File: src/logic/fdwp_pkg.sv
package fdwp_pkg;
  // Register byte addresses.
  localparam logic [23:0] FDC_STATUS_CMD_ADDR = 24'he10000;
  localparam logic [23:0] FDC_TRACK_ADDR = 24'he10002;
  localparam logic [23:0] FDC_SECTOR_ADDR = 24'he10004;
  localparam logic [23:0] FDC_DATA_ADDR = 24'he10006;
  localparam logic [23:0] DMA_COUNT_ADDR = 24'he40000;
  localparam logic [23:0] DMA_ADDRESS_ADDR = 24'he40002;
  localparam logic [23:0] MISC_CTRL_ADDR = 24'he40004;
  // Field positions.
  localparam int DMA_ENABLE_POS = 15;
  localparam int DMA_DIRECTION_POS = 14;
  localparam int UNDERRUN_FLAG_POS = 15;
  localparam int MISC_DIRECTION_POS = 14;
  localparam int COUNT_WIDTH = 14;
  localparam int ST_BUSY_POS = 0;
  localparam int ST_BYTE_REQ_POS = 1;
  localparam int ST_LOST_POS = 2;
  localparam int ST_ERROR_POS = 3;
  localparam int ST_TRACK0_POS = 6;
  // Values after reset.
  localparam logic [7:0] FDC_REG_RESET = 8'h00;
  localparam logic [15:0] DMA_REG_RESET = 16'h0000;
  // Command codes held in the upper nibble of a command byte.
  localparam logic [3:0] CMD_RESTORE = 4'h0;
  localparam logic [3:0] CMD_SEEK = 4'h1;
  localparam logic [3:0] CMD_STEP = 4'h2;
  localparam logic [3:0] CMD_STEP_IN = 4'h3;
  localparam logic [3:0] CMD_STEP_OUT = 4'h4;
  localparam logic [3:0] CMD_READ_SECTOR = 4'h5;
  localparam logic [3:0] CMD_WRITE_SECTOR = 4'h6;
  localparam logic [3:0] CMD_READ_ADDRESS = 4'h7;
  localparam logic [3:0] CMD_READ_TRACK = 4'h8;
  localparam logic [3:0] CMD_WRITE_FORMAT = 4'h9;
  localparam logic [3:0] CMD_FORCE_INTR = 4'ha;
  localparam int ID_FIELD_BYTES = 6;
  // Phase clock timing.
  localparam int CLK_PERIOD_NS = 10;
  localparam int PCK_PERIOD_NS = 100;
  localparam int PCK_DIV_CYC = PCK_PERIOD_NS / CLK_PERIOD_NS;
  localparam logic [3:0] PCK_TWO_AT = 4'(PCK_DIV_CYC / 2);
  localparam logic [3:0] PCK_LAST = 4'(PCK_DIV_CYC - 1);
  localparam int STROBE_NS = 200;
  localparam int STROBE_CYC = STROBE_NS / CLK_PERIOD_NS;

  typedef enum logic [3:0] {
    SEQ_IDLE = 4'b0001,
    SEQ_QB = 4'b0010,
    SEQ_QC = 4'b0100,
    SEQ_QD = 4'b1000
  } fdwp_seq_t;

  typedef enum logic [2:0] {
    CTL_IDLE = 3'b001,
    CTL_STEP = 3'b010,
    CTL_XFER = 3'b100
  } fdwp_ctl_t;
endpackage

File: src/logic/fdwp_top.sv
// Overview of operation
// - Four byte registers at E10000..E10006: status/command, track, sector, data.
// - Controller accepts eleven commands from restore to force interrupt.
// - Sector read or write aborts on error; track read reports and continues.
// - Seek steps heads to the track register; step repeats last direction.
// - DMA address counts upward by one after each word written.
// - Enable rising edge raises one request writing the buffer before any byte.
// - Count register bit 15 reads as active-low underrun or overrun flag.
// - Transfer starts when the synced byte request is seen with DMA enabled and misc direction clear.
// - Byte request is resynchronised by a phase-one flip-flop before strobing.
// - Sequencer enters states one, two and three on successive phase-one edges.
// - Transfer and read strobes are active from state one until state three.
// - While read strobe is low, controller drives its byte and drops request.
// - First byte latches into the high byte at strobe end; toggle sets.
// - Second byte latches low; toggle clears and raises a genuine request.
// - Bus request is only raised while not at terminal count.
// - Request flip-flop asserts on the next phase-two edge after its input.
// - After grant the word is written at the DMA address counter.
module fdwp_top
  import fdwp_pkg::*;
#(
  parameter int SECTOR_BYTES = 512
) (
  input wire logic clk_sys_i,
  input wire logic sys_rst_i,
  input wire logic [23:0] cpu_addr_i,
  input wire logic cpu_wr_i,
  input wire logic cpu_rd_i,
  input wire logic [15:0] cpu_wdata_i,
  output logic [15:0] cpu_rdata_o,
  input wire logic [7:0] disk_byte_i,
  input wire logic disk_byte_valid_i,
  input wire logic disk_error_i,
  input wire logic index_i,
  output logic step_o,
  output logic step_dir_o,
  output logic fdc_intr_o,
  output logic [7:0] disk_data_bus_o,
  output logic transfer_strobe_n_o,
  output logic fdc_read_strobe_n_o,
  output logic disk_bus_request_n_o,
  input wire logic bus_grant_i,
  output logic mem_we_o,
  output logic [15:0] mem_addr_o,
  output logic [15:0] mem_wdata_o
);

  function automatic logic hit(input logic [23:0] a, input logic [23:0] ofs);
    hit = (a == ofs);
  endfunction

  ////////////////////////////////////////////////////////////////////////////////
  // Phase clock enables and pin synchronisers.
  logic [3:0] pck_cnt_q, pck_cnt_d;
  logic [10:0] pin_meta_q, pin_sync_q;
  logic [1:0] pin_prev_q;
  logic phase_clock_one, phase_clock_two, byte_rise, index_rise;
  logic [7:0] in_byte;
  logic in_err;

  always_comb begin
    pck_cnt_d = (pck_cnt_q == PCK_LAST) ? 4'h0 : pck_cnt_q + 4'h1;
  end

  always_ff @(posedge clk_sys_i or posedge sys_rst_i) begin
    if (sys_rst_i) begin
      pck_cnt_q <= 4'h0;
      pin_meta_q <= 11'h000;
      pin_sync_q <= 11'h000;
      pin_prev_q <= 2'h0;
    end else begin
      pck_cnt_q <= pck_cnt_d;
      pin_meta_q <= {disk_error_i, index_i, disk_byte_valid_i, disk_byte_i};
      pin_sync_q <= pin_meta_q;
      pin_prev_q <= pin_sync_q[9:8];
    end
  end

  assign phase_clock_one = (pck_cnt_q == 4'h0);
  assign phase_clock_two = (pck_cnt_q == PCK_TWO_AT);
  assign in_byte = pin_sync_q[7:0];
  assign in_err = pin_sync_q[10];
  assign byte_rise = pin_sync_q[8] & ~pin_prev_q[0];
  assign index_rise = pin_sync_q[9] & ~pin_prev_q[1];

  ////////////////////////////////////////////////////////////////////////////////
  // Floppy controller registers and command engine.
  fdwp_ctl_t ctl_q, ctl_d;
  fdwp_seq_t seq_q, seq_d;
  logic [7:0] track_q, track_d, sector_q, sector_d, data_q, data_d, head_q, head_d;
  logic [3:0] cmd_q, cmd_d;
  logic [15:0] bcnt_q, bcnt_d;
  logic busy_q, busy_d, err_q, err_d, lost_q, lost_d, irq_q, irq_d;
  logic fdc_byte_request_q, fdc_byte_request_d, dir_q, dir_d, step_q, step_d;
  logic [15:0] rdata_q, rdata_d;
  logic lost_event;
  logic [7:0] target;
  logic dma_en_q, dma_en_d, dma_dir_q, dma_dir_d, misc_dir_q, misc_dir_d;
  logic [COUNT_WIDTH-1:0] count_q, count_d;
  logic [15:0] dma_addr_q, dma_addr_d, buf_q, buf_d, maddr_q, maddr_d, mdata_q, mdata_d;
  logic toggle_q, toggle_d, pend_q, pend_d, req_n_q, req_n_d, underrun_q, underrun_d;
  logic byte_request_synced_q, byte_request_synced_d, mwe_q, mwe_d;

  always_comb begin
    ctl_d = ctl_q;
    track_d = track_q;
    sector_d = sector_q;
    data_d = data_q;
    head_d = head_q;
    cmd_d = cmd_q;
    bcnt_d = bcnt_q;
    busy_d = busy_q;
    err_d = err_q;
    lost_d = lost_q;
    irq_d = irq_q;
    dir_d = dir_q;
    step_d = 1'b0;
    fdc_byte_request_d = fdc_byte_request_q;
    lost_event = 1'b0;
    target = (cmd_q == CMD_RESTORE) ? 8'h00 : track_q;
    if (cpu_wr_i && hit(cpu_addr_i, FDC_TRACK_ADDR)) track_d = cpu_wdata_i[7:0];
    if (cpu_wr_i && hit(cpu_addr_i, FDC_SECTOR_ADDR)) sector_d = cpu_wdata_i[7:0];
    if (cpu_wr_i && hit(cpu_addr_i, FDC_DATA_ADDR)) data_d = cpu_wdata_i[7:0];
    if (cpu_rd_i && hit(cpu_addr_i, FDC_STATUS_CMD_ADDR)) irq_d = 1'b0;
    if (cpu_rd_i && hit(cpu_addr_i, FDC_DATA_ADDR)) fdc_byte_request_d = 1'b0;
    if (seq_q == SEQ_QB) fdc_byte_request_d = 1'b0;
    case (ctl_q)
      CTL_STEP: begin
        if (phase_clock_two) begin
          if (cmd_q == CMD_STEP || cmd_q == CMD_STEP_IN || cmd_q == CMD_STEP_OUT) begin
            step_d = 1'b1;
            head_d = dir_q ? head_q + 8'h01 : head_q - 8'h01;
            ctl_d = CTL_IDLE;
          end else if (head_q == target) begin
            ctl_d = CTL_IDLE;
          end else begin
            step_d = 1'b1;
            dir_d = (target > head_q);
            head_d = (target > head_q) ? head_q + 8'h01 : head_q - 8'h01;
          end
          if (ctl_d == CTL_IDLE) begin
            busy_d = 1'b0;
            irq_d = 1'b1;
          end
        end
      end
      CTL_XFER: begin
        if (byte_rise) begin
          if (cmd_q != CMD_WRITE_SECTOR && cmd_q != CMD_WRITE_FORMAT) data_d = in_byte;
          if (fdc_byte_request_q) begin
            lost_d = 1'b1;
            lost_event = 1'b1;
          end
          fdc_byte_request_d = 1'b1;
          bcnt_d = bcnt_q + 16'h0001;
          if (in_err) err_d = 1'b1;
          if ((in_err && cmd_q != CMD_READ_TRACK) ||
              (cmd_q == CMD_READ_ADDRESS && bcnt_q == 16'(ID_FIELD_BYTES - 1)) ||
              (cmd_q != CMD_READ_TRACK && bcnt_q == 16'(SECTOR_BYTES - 1))) begin
            ctl_d = CTL_IDLE;
          end
        end
        if (index_rise && cmd_q == CMD_READ_TRACK) ctl_d = CTL_IDLE;
        if (ctl_d == CTL_IDLE) begin
          busy_d = 1'b0;
          irq_d = 1'b1;
        end
      end
      default: begin
        ctl_d = CTL_IDLE;
      end
    endcase
    if (cpu_wr_i && hit(cpu_addr_i, FDC_STATUS_CMD_ADDR)) begin
      if (cpu_wdata_i[7:4] == CMD_FORCE_INTR) begin
        ctl_d = CTL_IDLE;
        busy_d = 1'b0;
        irq_d = 1'b1;
      end else if (!busy_q && cpu_wdata_i[7:4] < CMD_FORCE_INTR) begin
        cmd_d = cpu_wdata_i[7:4];
        busy_d = 1'b1;
        irq_d = 1'b0;
        err_d = 1'b0;
        lost_d = 1'b0;
        bcnt_d = 16'h0000;
        if (cpu_wdata_i[7:4] >= CMD_READ_SECTOR) begin
          ctl_d = CTL_XFER;
        end else begin
          ctl_d = CTL_STEP;
          if (cpu_wdata_i[7:4] == CMD_STEP_IN) dir_d = 1'b1;
          if (cpu_wdata_i[7:4] == CMD_STEP_OUT) dir_d = 1'b0;
        end
      end
    end
    if (cmd_q == CMD_RESTORE && ctl_q == CTL_STEP && ctl_d == CTL_IDLE) track_d = 8'h00;
    rdata_d = rdata_q;
    if (cpu_rd_i) begin
      rdata_d = 16'h0000;
      if (hit(cpu_addr_i, FDC_STATUS_CMD_ADDR)) begin
        rdata_d[ST_BUSY_POS] = busy_q;
        rdata_d[ST_BYTE_REQ_POS] = fdc_byte_request_q;
        rdata_d[ST_LOST_POS] = lost_q;
        rdata_d[ST_ERROR_POS] = err_q;
        rdata_d[ST_TRACK0_POS] = (head_q == 8'h00);
      end
      if (hit(cpu_addr_i, FDC_TRACK_ADDR)) rdata_d[7:0] = track_q;
      if (hit(cpu_addr_i, FDC_SECTOR_ADDR)) rdata_d[7:0] = sector_q;
      if (hit(cpu_addr_i, FDC_DATA_ADDR)) rdata_d[7:0] = data_q;
      if (hit(cpu_addr_i, DMA_COUNT_ADDR)) rdata_d = {~underrun_q, dma_dir_q, count_q};
      if (hit(cpu_addr_i, DMA_ADDRESS_ADDR)) rdata_d = dma_addr_q;
      if (hit(cpu_addr_i, MISC_CTRL_ADDR)) rdata_d[MISC_DIRECTION_POS] = misc_dir_q;
    end
  end

  ////////////////////////////////////////////////////////////////////////////////
  // DMA strobe sequencer, word packer and bus request.
  logic terminal, count_wr;

  assign terminal = (count_q == '0);
  assign count_wr = cpu_wr_i && hit(cpu_addr_i, DMA_COUNT_ADDR);

  always_comb begin
    seq_d = seq_q;
    dma_en_d = dma_en_q;
    dma_dir_d = dma_dir_q;
    misc_dir_d = misc_dir_q;
    count_d = count_q;
    dma_addr_d = dma_addr_q;
    buf_d = buf_q;
    toggle_d = toggle_q;
    pend_d = pend_q;
    req_n_d = req_n_q;
    underrun_d = underrun_q;
    maddr_d = maddr_q;
    mdata_d = mdata_q;
    mwe_d = 1'b0;
    byte_request_synced_d = byte_request_synced_q;
    // Grant is handled first so that a pair completing in the same cycle still requests.
    if (!req_n_q && bus_grant_i) begin
      mwe_d = 1'b1;
      maddr_d = dma_addr_q;
      mdata_d = buf_q;
      dma_addr_d = dma_addr_q + 16'h0001;
      count_d = count_q + 1'b1;
      req_n_d = 1'b1;
      pend_d = 1'b0;
    end
    if (phase_clock_one) begin
      byte_request_synced_d = fdc_byte_request_q;
      case (seq_q)
        SEQ_IDLE: begin
          if (byte_request_synced_q && dma_en_q && !misc_dir_q) seq_d = SEQ_QB;
        end
        SEQ_QB: begin
          seq_d = SEQ_QC;
        end
        SEQ_QC: begin
          seq_d = SEQ_QD;
          if (!toggle_q) begin
            buf_d[15:8] = data_q;
          end else begin
            buf_d[7:0] = data_q;
            if (count_d != '0) pend_d = 1'b1;
          end
          toggle_d = ~toggle_q;
        end
        default: begin
          seq_d = SEQ_IDLE;
        end
      endcase
    end
    if (phase_clock_two && pend_q && req_n_q) req_n_d = 1'b0;
    if (count_wr) begin
      underrun_d = 1'b0;
      dma_en_d = cpu_wdata_i[DMA_ENABLE_POS];
      dma_dir_d = cpu_wdata_i[DMA_DIRECTION_POS];
      count_d = cpu_wdata_i[COUNT_WIDTH-1:0];
      if (cpu_wdata_i[DMA_ENABLE_POS] && !dma_en_q && !misc_dir_q &&
          cpu_wdata_i[COUNT_WIDTH-1:0] != '0) pend_d = 1'b1;
    end
    if (lost_event) underrun_d = 1'b1;
    if (cpu_wr_i && hit(cpu_addr_i, DMA_ADDRESS_ADDR)) dma_addr_d = cpu_wdata_i;
    if (cpu_wr_i && hit(cpu_addr_i, MISC_CTRL_ADDR)) begin
      misc_dir_d = cpu_wdata_i[MISC_DIRECTION_POS];
    end
  end

  always_ff @(posedge clk_sys_i or posedge sys_rst_i) begin
    if (sys_rst_i) begin
      ctl_q <= CTL_IDLE;
      seq_q <= SEQ_IDLE;
      track_q <= FDC_REG_RESET;
      sector_q <= FDC_REG_RESET;
      data_q <= FDC_REG_RESET;
      head_q <= FDC_REG_RESET;
      cmd_q <= 4'h0;
      bcnt_q <= 16'h0000;
      {busy_q, err_q, lost_q, irq_q, dir_q, step_q} <= 6'h00;
      fdc_byte_request_q <= 1'b0;
      rdata_q <= 16'h0000;
      dma_en_q <= 1'b0;
      toggle_q <= 1'b0;
      pend_q <= 1'b0;
      req_n_q <= 1'b1;
      {dma_dir_q, misc_dir_q, underrun_q, byte_request_synced_q, mwe_q} <= 5'h00;
      count_q <= '0;
      dma_addr_q <= DMA_REG_RESET;
      buf_q <= DMA_REG_RESET;
      maddr_q <= DMA_REG_RESET;
      mdata_q <= DMA_REG_RESET;
    end else begin
      ctl_q <= ctl_d;
      seq_q <= seq_d;
      track_q <= track_d;
      sector_q <= sector_d;
      data_q <= data_d;
      head_q <= head_d;
      cmd_q <= cmd_d;
      bcnt_q <= bcnt_d;
      {busy_q, err_q, lost_q, irq_q, dir_q, step_q} <= {busy_d, err_d, lost_d, irq_d, dir_d, step_d};
      fdc_byte_request_q <= fdc_byte_request_d;
      rdata_q <= rdata_d;
      dma_en_q <= dma_en_d;
      toggle_q <= toggle_d;
      pend_q <= pend_d;
      req_n_q <= req_n_d;
      {dma_dir_q, misc_dir_q, underrun_q} <= {dma_dir_d, misc_dir_d, underrun_d};
      byte_request_synced_q <= byte_request_synced_d;
      mwe_q <= mwe_d;
      count_q <= count_d;
      dma_addr_q <= dma_addr_d;
      buf_q <= buf_d;
      maddr_q <= maddr_d;
      mdata_q <= mdata_d;
    end
  end

  assign cpu_rdata_o = rdata_q;
  assign step_o = step_q;
  assign step_dir_o = dir_q;
  assign fdc_intr_o = irq_q;
  assign transfer_strobe_n_o = ~(seq_q == SEQ_QB || seq_q == SEQ_QC);
  assign fdc_read_strobe_n_o = ~(seq_q == SEQ_QB || seq_q == SEQ_QC);
  assign disk_data_bus_o = fdc_read_strobe_n_o ? 8'h00 : data_q;
  assign disk_bus_request_n_o = req_n_q;
  assign mem_we_o = mwe_q;
  assign mem_addr_o = maddr_q;
  assign mem_wdata_o = mdata_q;

  ////////////////////////////////////////////////////////////////////////////////
  // Assertions.
  a_strobe_width: assert property (@(posedge clk_sys_i) disable iff (sys_rst_i)
    $fell(transfer_strobe_n_o) |-> !transfer_strobe_n_o [*8] ##12 !transfer_strobe_n_o
      ##1 transfer_strobe_n_o)
    else $error("transfer strobe width wrong");
  a_seq_order: assert property (@(posedge clk_sys_i) disable iff (sys_rst_i)
    (seq_q == SEQ_QB && phase_clock_one) |=> seq_q == SEQ_QC)
    else $error("sequencer skipped state two");
  a_req_drop: assert property (@(posedge clk_sys_i) disable iff (sys_rst_i)
    (seq_q == SEQ_QB) |=> !fdc_byte_request_q || $past(byte_rise))
    else $error("byte request kept under read strobe");
  a_bus_on_strobe: assert property (@(posedge clk_sys_i) disable iff (sys_rst_i)
    $rose(fdc_read_strobe_n_o) |->
      ($past(toggle_q) ? buf_q[7:0] : buf_q[15:8]) == $past(disk_data_bus_o))
    else $error("byte driven under read strobe not latched");
  a_req_phase_two: assert property (@(posedge clk_sys_i) disable iff (sys_rst_i)
    $fell(disk_bus_request_n_o) |-> $past(phase_clock_two) && $past(pend_q))
    else $error("bus request not on phase two");
  a_grant_write: assert property (@(posedge clk_sys_i) disable iff (sys_rst_i)
    (!req_n_q && bus_grant_i) |=> mem_we_o && mem_addr_o == $past(dma_addr_q)
      && dma_addr_q == mem_addr_o + 16'h0001)
    else $error("word write or address step wrong");
  a_no_tc_req: assert property (@(posedge clk_sys_i) disable iff (sys_rst_i)
    $rose(pend_q) |-> !terminal || $past(count_wr))
    else $error("request raised at terminal count");
  a_false_xfer: assert property (@(posedge clk_sys_i) disable iff (sys_rst_i)
    (count_wr && cpu_wdata_i[DMA_ENABLE_POS] && !dma_en_q && !misc_dir_q
      && cpu_wdata_i[COUNT_WIDTH-1:0] != '0) |=> ##[1:10] !disk_bus_request_n_o)
    else $error("enable edge gave no request");
  a_toggle_pair: assert property (@(posedge clk_sys_i) disable iff (sys_rst_i)
    (seq_q == SEQ_QC && phase_clock_one && toggle_q) |=> !toggle_q && buf_q[7:0] == $past(data_q))
    else $error("second byte not packed low");
  a_flag_read: assert property (@(posedge clk_sys_i) disable iff (sys_rst_i)
    (cpu_rd_i && hit(cpu_addr_i, DMA_COUNT_ADDR)) |=> cpu_rdata_o[UNDERRUN_FLAG_POS] == !$past(underrun_q))
    else $error("underrun flag read wrong");
endmodule // fdwp_top

File: config.mk
export PLATFORM = sky130hd
export DESIGN_NAME = fdwp_top
export DESIGN_NICKNAME = d
export VERILOG_FILES = /design/src/logic/fdwp_pkg.sv /design/src/logic/fdwp_top.sv
export SDC_FILE = /design/constraint.sdc
export NUM_CORES = 1
export LEC_CHECK = 0
export ABC_AREA = 1
export BUFFER_PORTS_ARGS = -buffer_cell sky130_fd_sc_hd__buf_2
export CAP_MARGIN = 20
export CORE_AREA = 2 2 210 129
export DETAILED_ROUTE_END_ITERATION = 16
export DIE_AREA = 0 0 212 131
export GPL_TIMING_DRIVEN = 0
export PLACE_DENSITY_LB_ADDON = 0.1
export SLEW_MARGIN = 40
export SYNTH_ARGS = -nofsm -noshare
export SYNTH_HDL_FRONTEND = slang
export SYNTH_SLANG_ARGS = --single-unit
File: constraint.sdc
create_clock -name clk_sys_i -period 7 [get_ports clk_sys_i]
set_input_delay 1.05 -clock clk_sys_i [delete_from_list [all_inputs] [get_ports clk_sys_i]]
set_output_delay 1.05 -clock clk_sys_i [all_outputs]
set_load 0.005 [all_outputs]
[Yosys cells after proc, flatten, opt, wreduce, memory -nomap -nowiden]
Cells that the tools add are included.
Word-level totals
  word-level logic and storage cells: 240
  output and inout port bits: 63
  register bits: 197
Operators by class
  multiplexer cells: 106
  equality and inequality tests: 33
  $lt $le $gt $ge: 3
  add/sub/neg operators: 6
  reduce and logical (&&, ||, !) cells: 49
  bitwise logic cells: 8
Operators with widths (count)
  24-bit equality test, second input constant: 7
  16-bit two-way mux: 9
  8-bit two-way mux: 15
  1-bit two-way mux: 60
  3-bit two-way mux: 13
  16-bit by 1-bit adder with 16-bit output, second input constant: 2
  14-bit two-way mux: 2
  14-bit nonzero test: 2
  1-bit logical AND: 25
  4-bit by 3-bit equality test with 1-bit output, second input constant: 5
  16-bit by 3-bit equality test with 1-bit output, second input constant: 1
  16-bit by 9-bit equality test with 1-bit output, second input constant: 1
  4-bit by 2-bit equality test with 1-bit output, second input constant: 4
  14-bit by 1-bit adder with 14-bit output, second input constant: 1
  4-bit equality test, second input constant: 3
  4-bit two-way mux: 3
  4-bit one-hot mux with 3 select lines: 1
  3-bit AND reduction: 4
  3-bit by 1-bit equality test with 1-bit output, second input constant: 3
  8-bit by 1-bit adder with 8-bit output, second input constant: 1
  8-bit equality test: 1
  8-bit > comparator: 1
  4-bit zero test: 2
  8-bit zero test: 1
  18 further kinds: 38

[Logic depth before layout (Yosys ltp)]
  depth in word-level cells: 15
  gate-level depth with buffers: 17
  gate-level depth less buffers: 17

[Worst setup path before layout]
No wires, ideal clock.
  kind: flip-flop to output port
  start: register seq_q[0]
  end: output transfer_strobe_n_o
  required time: 5950 ps
  cell stages (with the launch flop): 6
  slack: 4655 ps
  arrival: 1295 ps
  cells stage by stage: dfstp_2 -> inv_1 -> nand3_1 -> inv_1 -> nor2_1 -> buf_4
On the way
  word-level cells in the longest chain between the ends: 3
  elaborated cells on any way between the ends: 4
RTL lines
  from (decl): RTL line fdwp_top.sv:89  | fdwp_seq_t seq_q, seq_d;
  from (signal assigned): RTL line fdwp_top.sv:312  | seq_q <= seq_d;
  4-bit by 2-bit equality test with 1-bit output or 4-bit by 3-bit equality test with 1-bit output (tied branches)
  1-bit logical OR *
  1-bit inverter *
  to (decl): RTL line fdwp_top.sv:39  | output logic transfer_strobe_n_o,
Mark *: on every way between the ends. The rest lies on a longest branch, timed or not.

[Worst setup path after layout]
  start: register seq_q[0]
  end: output transfer_strobe_n_o
On the way
  word-level cells in the longest chain between the ends: 3
  elaborated cells on any way between the ends: 4
RTL lines
  4-bit by 2-bit equality test with 1-bit output or 4-bit by 3-bit equality test with 1-bit output (tied branches): RTL line fdwp_top.sv:341  | assign transfer_strobe_n_o = ~(seq_q == SEQ_QB || seq_q == SEQ_QC);
  1-bit logical OR *: RTL line fdwp_top.sv:341
  1-bit inverter *: RTL line fdwp_top.sv:341
Marked as above.

==> impl_metrics.env <==
export IMPL_ctsLongestPathBuffers=2
export IMPL_post_cts_resized=0
export IMPL_numCtsBuffers=17
export IMPL_dr_pass1_iters=7
export IMPL_grt_max_degree=75
export IMPL_post_route_min_period_ns=3.10
export IMPL_crit_type="reg -> out"
export IMPL_startpoint_type="flip-flop"
export IMPL_postRouteAntennaNets=0
export IMPL_drc=0
export IMPL_port_buffer_count=117
export IMPL_p_int_uw=1830
export IMPL_yosysMostFrequentCell="nand2_1"
export IMPL_gr_usage_all_layers_pct=22.6
export IMPL_drtIter0Drc=820
export IMPL_netlist_area_leader_share_pct=47.4
export IMPL_worst_slack_ns=3.90
export IMPL_cts_sinks=197
export IMPL_wire_per_inst_um=16.5
export IMPL_gr_total_overflow=0
export IMPL_cts_hold_buf=0
export IMPL_clock_skew_final_ns=0.0104
export IMPL_finalHoldViolations=0
export IMPL_setup_viol=0
export IMPL_netlist_instances=1295
export IMPL_initial_core_util_pct=39.4
export IMPL_hold_ws_ns=0.350
export IMPL_hp_class="reg -> reg"
export IMPL_ctsHtreeMaxLevel=4
export IMPL_synthTopCellsByArea="dfrtp_1, nand2_1, inv_1, nor2_1, o21ai_0"
export IMPL_yosysUniqueCellTypes=53
export IMPL_tightest_slew_ns=0.698
export IMPL_rsz0062_at_grt="false"
export IMPL_gp_congestion=0.924
export IMPL_maxCapViolations=0
export IMPL_drt_total_wl_mm=29.8
export IMPL_ir_worst_vdd_mv=0.160
export IMPL_netlist_area_sq_um=10200
export IMPL_clockRootBuffer="clkbuf_16"
export IMPL_ys_warn_count=0
export IMPL_fmax_mhz=323
export IMPL_syn2layout_area_growth_pct=16.8
export IMPL_cellLeakagePower_uw=0.00602
export IMPL_power_frac_clock_pct=41.2
export IMPL_switching_power_uw=658
export IMPL_seq_area_frac_synth_pct=48.2
export IMPL_swShare_pct=26.4
export IMPL_rows=46
export IMPL_grt_pass1_wl_mm=47.0
export IMPL_maxSlewViolCount=0
export IMPL_cp_required_ns=5.95
export IMPL_cts_setup_buffers=0
export IMPL_synth_common_cells="nand2_1, dfrtp_1, inv_1, nor2_1, o21ai_0"
export IMPL_syn_avg_cell_area_sq_um=7.90
export IMPL_dieArea_sq_um=27800
export IMPL_drive_above_1_share_pct=18.4
export IMPL_finalCritPeriodShare_pct=44.2
export IMPL_post_drt_via_cell_ratio=4.90
export IMPL_fp_dieW_um=212
export IMPL_vias=8853
export IMPL_clock_latency_ns=0.45
export IMPL_pre_cts_ws_ns=4.19
export IMPL_pwr_share_comb_pct=8.8
export IMPL_cts_tree="built"
export IMPL_dpl_hpwl_mm=23.0
export IMPL_pwr_share_seq_pct=50.0
export IMPL_power_density_nw_per_um2=208
export IMPL_arrival_ns=2.05
export IMPL_async_flop_share_pct=100
export IMPL_grt_pass1_vias=8301
export IMPL_diodes=0
export IMPL_synth_seq_cells=197
export IMPL_crit_fanout=11
export IMPL_yosysTopAreaCell="dfrtp_1"
export IMPL_synth_nets=1365
export IMPL_fp_dieH_um=131
export IMPL_status="finished, final reports clean"
export IMPL_core_sq_um=26000
export IMPL_fin_util_pct=46.0
export IMPL_cts_reportedPaths_clkPinSlew_ns=0.07
export IMPL_ys_flop_type="dfrtp_1"
export IMPL_io_pins=119
export IMPL_max_slew_margin_pct=53.3
export IMPL_power_uw=2490
export IMPL_final_nets=1503
export IMPL_antenna_found_initial=0
export IMPL_crit_path_end_kind="primary output"
export IMPL_synth_edf_count=0
==> layout make-up <==
class	count	area, sq um
buffer	26	145
clock buffer	19	453
clock inverter	13	163
fill	2634	14000
inverter	152	583
multi-input combinational	920	4580
sequential	197	4930
tap	360	450
timing repair buffer	119	641
==> placed cells by master, fill, tap and decap left out, types with 4 or more instances in the layout <==
| cell type | synthesis | layout |
|---|---|---|
| inv_2 | 14 | 14 |
| a22oi_1 | 7 | 7 |
| inv_6 | 0 | 5 |
| buf_4 | 5 | 5 |
| nand2_1 | 408 | 408 |
| nand3_1 | 61 | 61 |
| dfrtp_1 | 194 | 194 |
| o21ai_2 | 7 | 7 |
| o21ai_1 | 32 | 32 |
| nand2_4 | 4 | 4 |
| o211ai_1 | 5 | 5 |
| nand4_1 | 18 | 18 |
| nand4_2 | 4 | 4 |
| nor2_1 | 132 | 132 |
| clkbuf_1 | 7 | 6 |
| nor2_2 | 21 | 21 |
| o21ai_0 | 75 | 75 |
| inv_1 | 135 | 134 |
| nor4_1 | 4 | 4 |
| buf_2 | 10 | 127 |
| nor3_1 | 14 | 14 |
| nor2_4 | 11 | 11 |
| a21oi_1 | 26 | 26 |
| xor2_1 | 24 | 24 |
| nand2_2 | 13 | 13 |
| ha_1 | 14 | 14 |
| clkbuf_16 | 0 | 17 |
| xnor2_1 | 8 | 8 |
==> state kept, by name (all words and copies together) (netlist names), 11 cells and up <==
register,count
pin_meta_q,11
mem_wdata_o,16
dma_addr_q,16
cpu_rdata_o,16
count_q,14
pin_sync_q,11
buf_q,16
mem_addr_o,16
bcnt_q,16
==> critical path, cell delays in order (launching register included) <==
cell	delay, ns
dfstp_2	0.53
inv_1	0.06
nand3_1	0.08
inv_1	0.07
nor2_1	0.55
buf_4	0.21
buf_2	0.10
==> power by group through the flow <==
| stage | registers, uW | clock network [uW] | logic, uW |
|---|---|---|---|
| after CTS | 1240 | 1050 | 221 |
| after global placement | 1270 | 0 | 215 |
| after floorplan | 1250 | 0 | 127 |
| after global routing | 1250 | 1110 | 252 |
| after detailed placement | 1270 | 0 | 219 |
| final | 1250 | 1030 | 220 |
==> layer usage <==
layer  wire length (um)  part of all wire [%]  track usage [%]
met3               1980                   6.6             5.62
met1              16000                    54             36.2
met5                  0                     0                0
met4                378                   1.3             5.63
met2              11500                    39             29.6
==> path summary, 6_finish.rpt <==
| check | slack [ns] | start | cells after the start | to |
|---|---|---|---|---|
| worst min-delay path | 0.35 | pin_meta_q[8] | 0 | pin_sync_q[8] |
| worst max register to register | 4.14 | cmd_q[0] | 16 | head_q[6] |
| worst max-delay path | 3.90 | seq_q[0] | 6 | transfer_strobe_n_o |
| max in group asynchronous | 5.59 | sys_rst_i | 3 | seq_q[0] |
| worst min register to register | 0.35 | pin_meta_q[8] | 0 | pin_sync_q[8] |
| min in group asynchronous | 0.64 | sys_rst_i | 2 | step_o |
==> stage by stage <==
stage,instance area (sq um),TNS [ns],cells
6_report,12000,0,1806
3_3_place_gp,11300,-394.83,1772
5_1_grt,12000,0,1806
4_1_cts,12000,0,1806
3_5_place_dp,11300,0,1774
2_1_floorplan,10200,0,1295
==> cell families after synthesis <==
logic type | share of synthesized area [%]
compound gates | 9.06
xor+xnor | 2.74
simple gates | 31.3
flops | 48.2
fa+ha+maj | 1.71
buf+inv | 7.03
(Power assumes the default switching activity.)
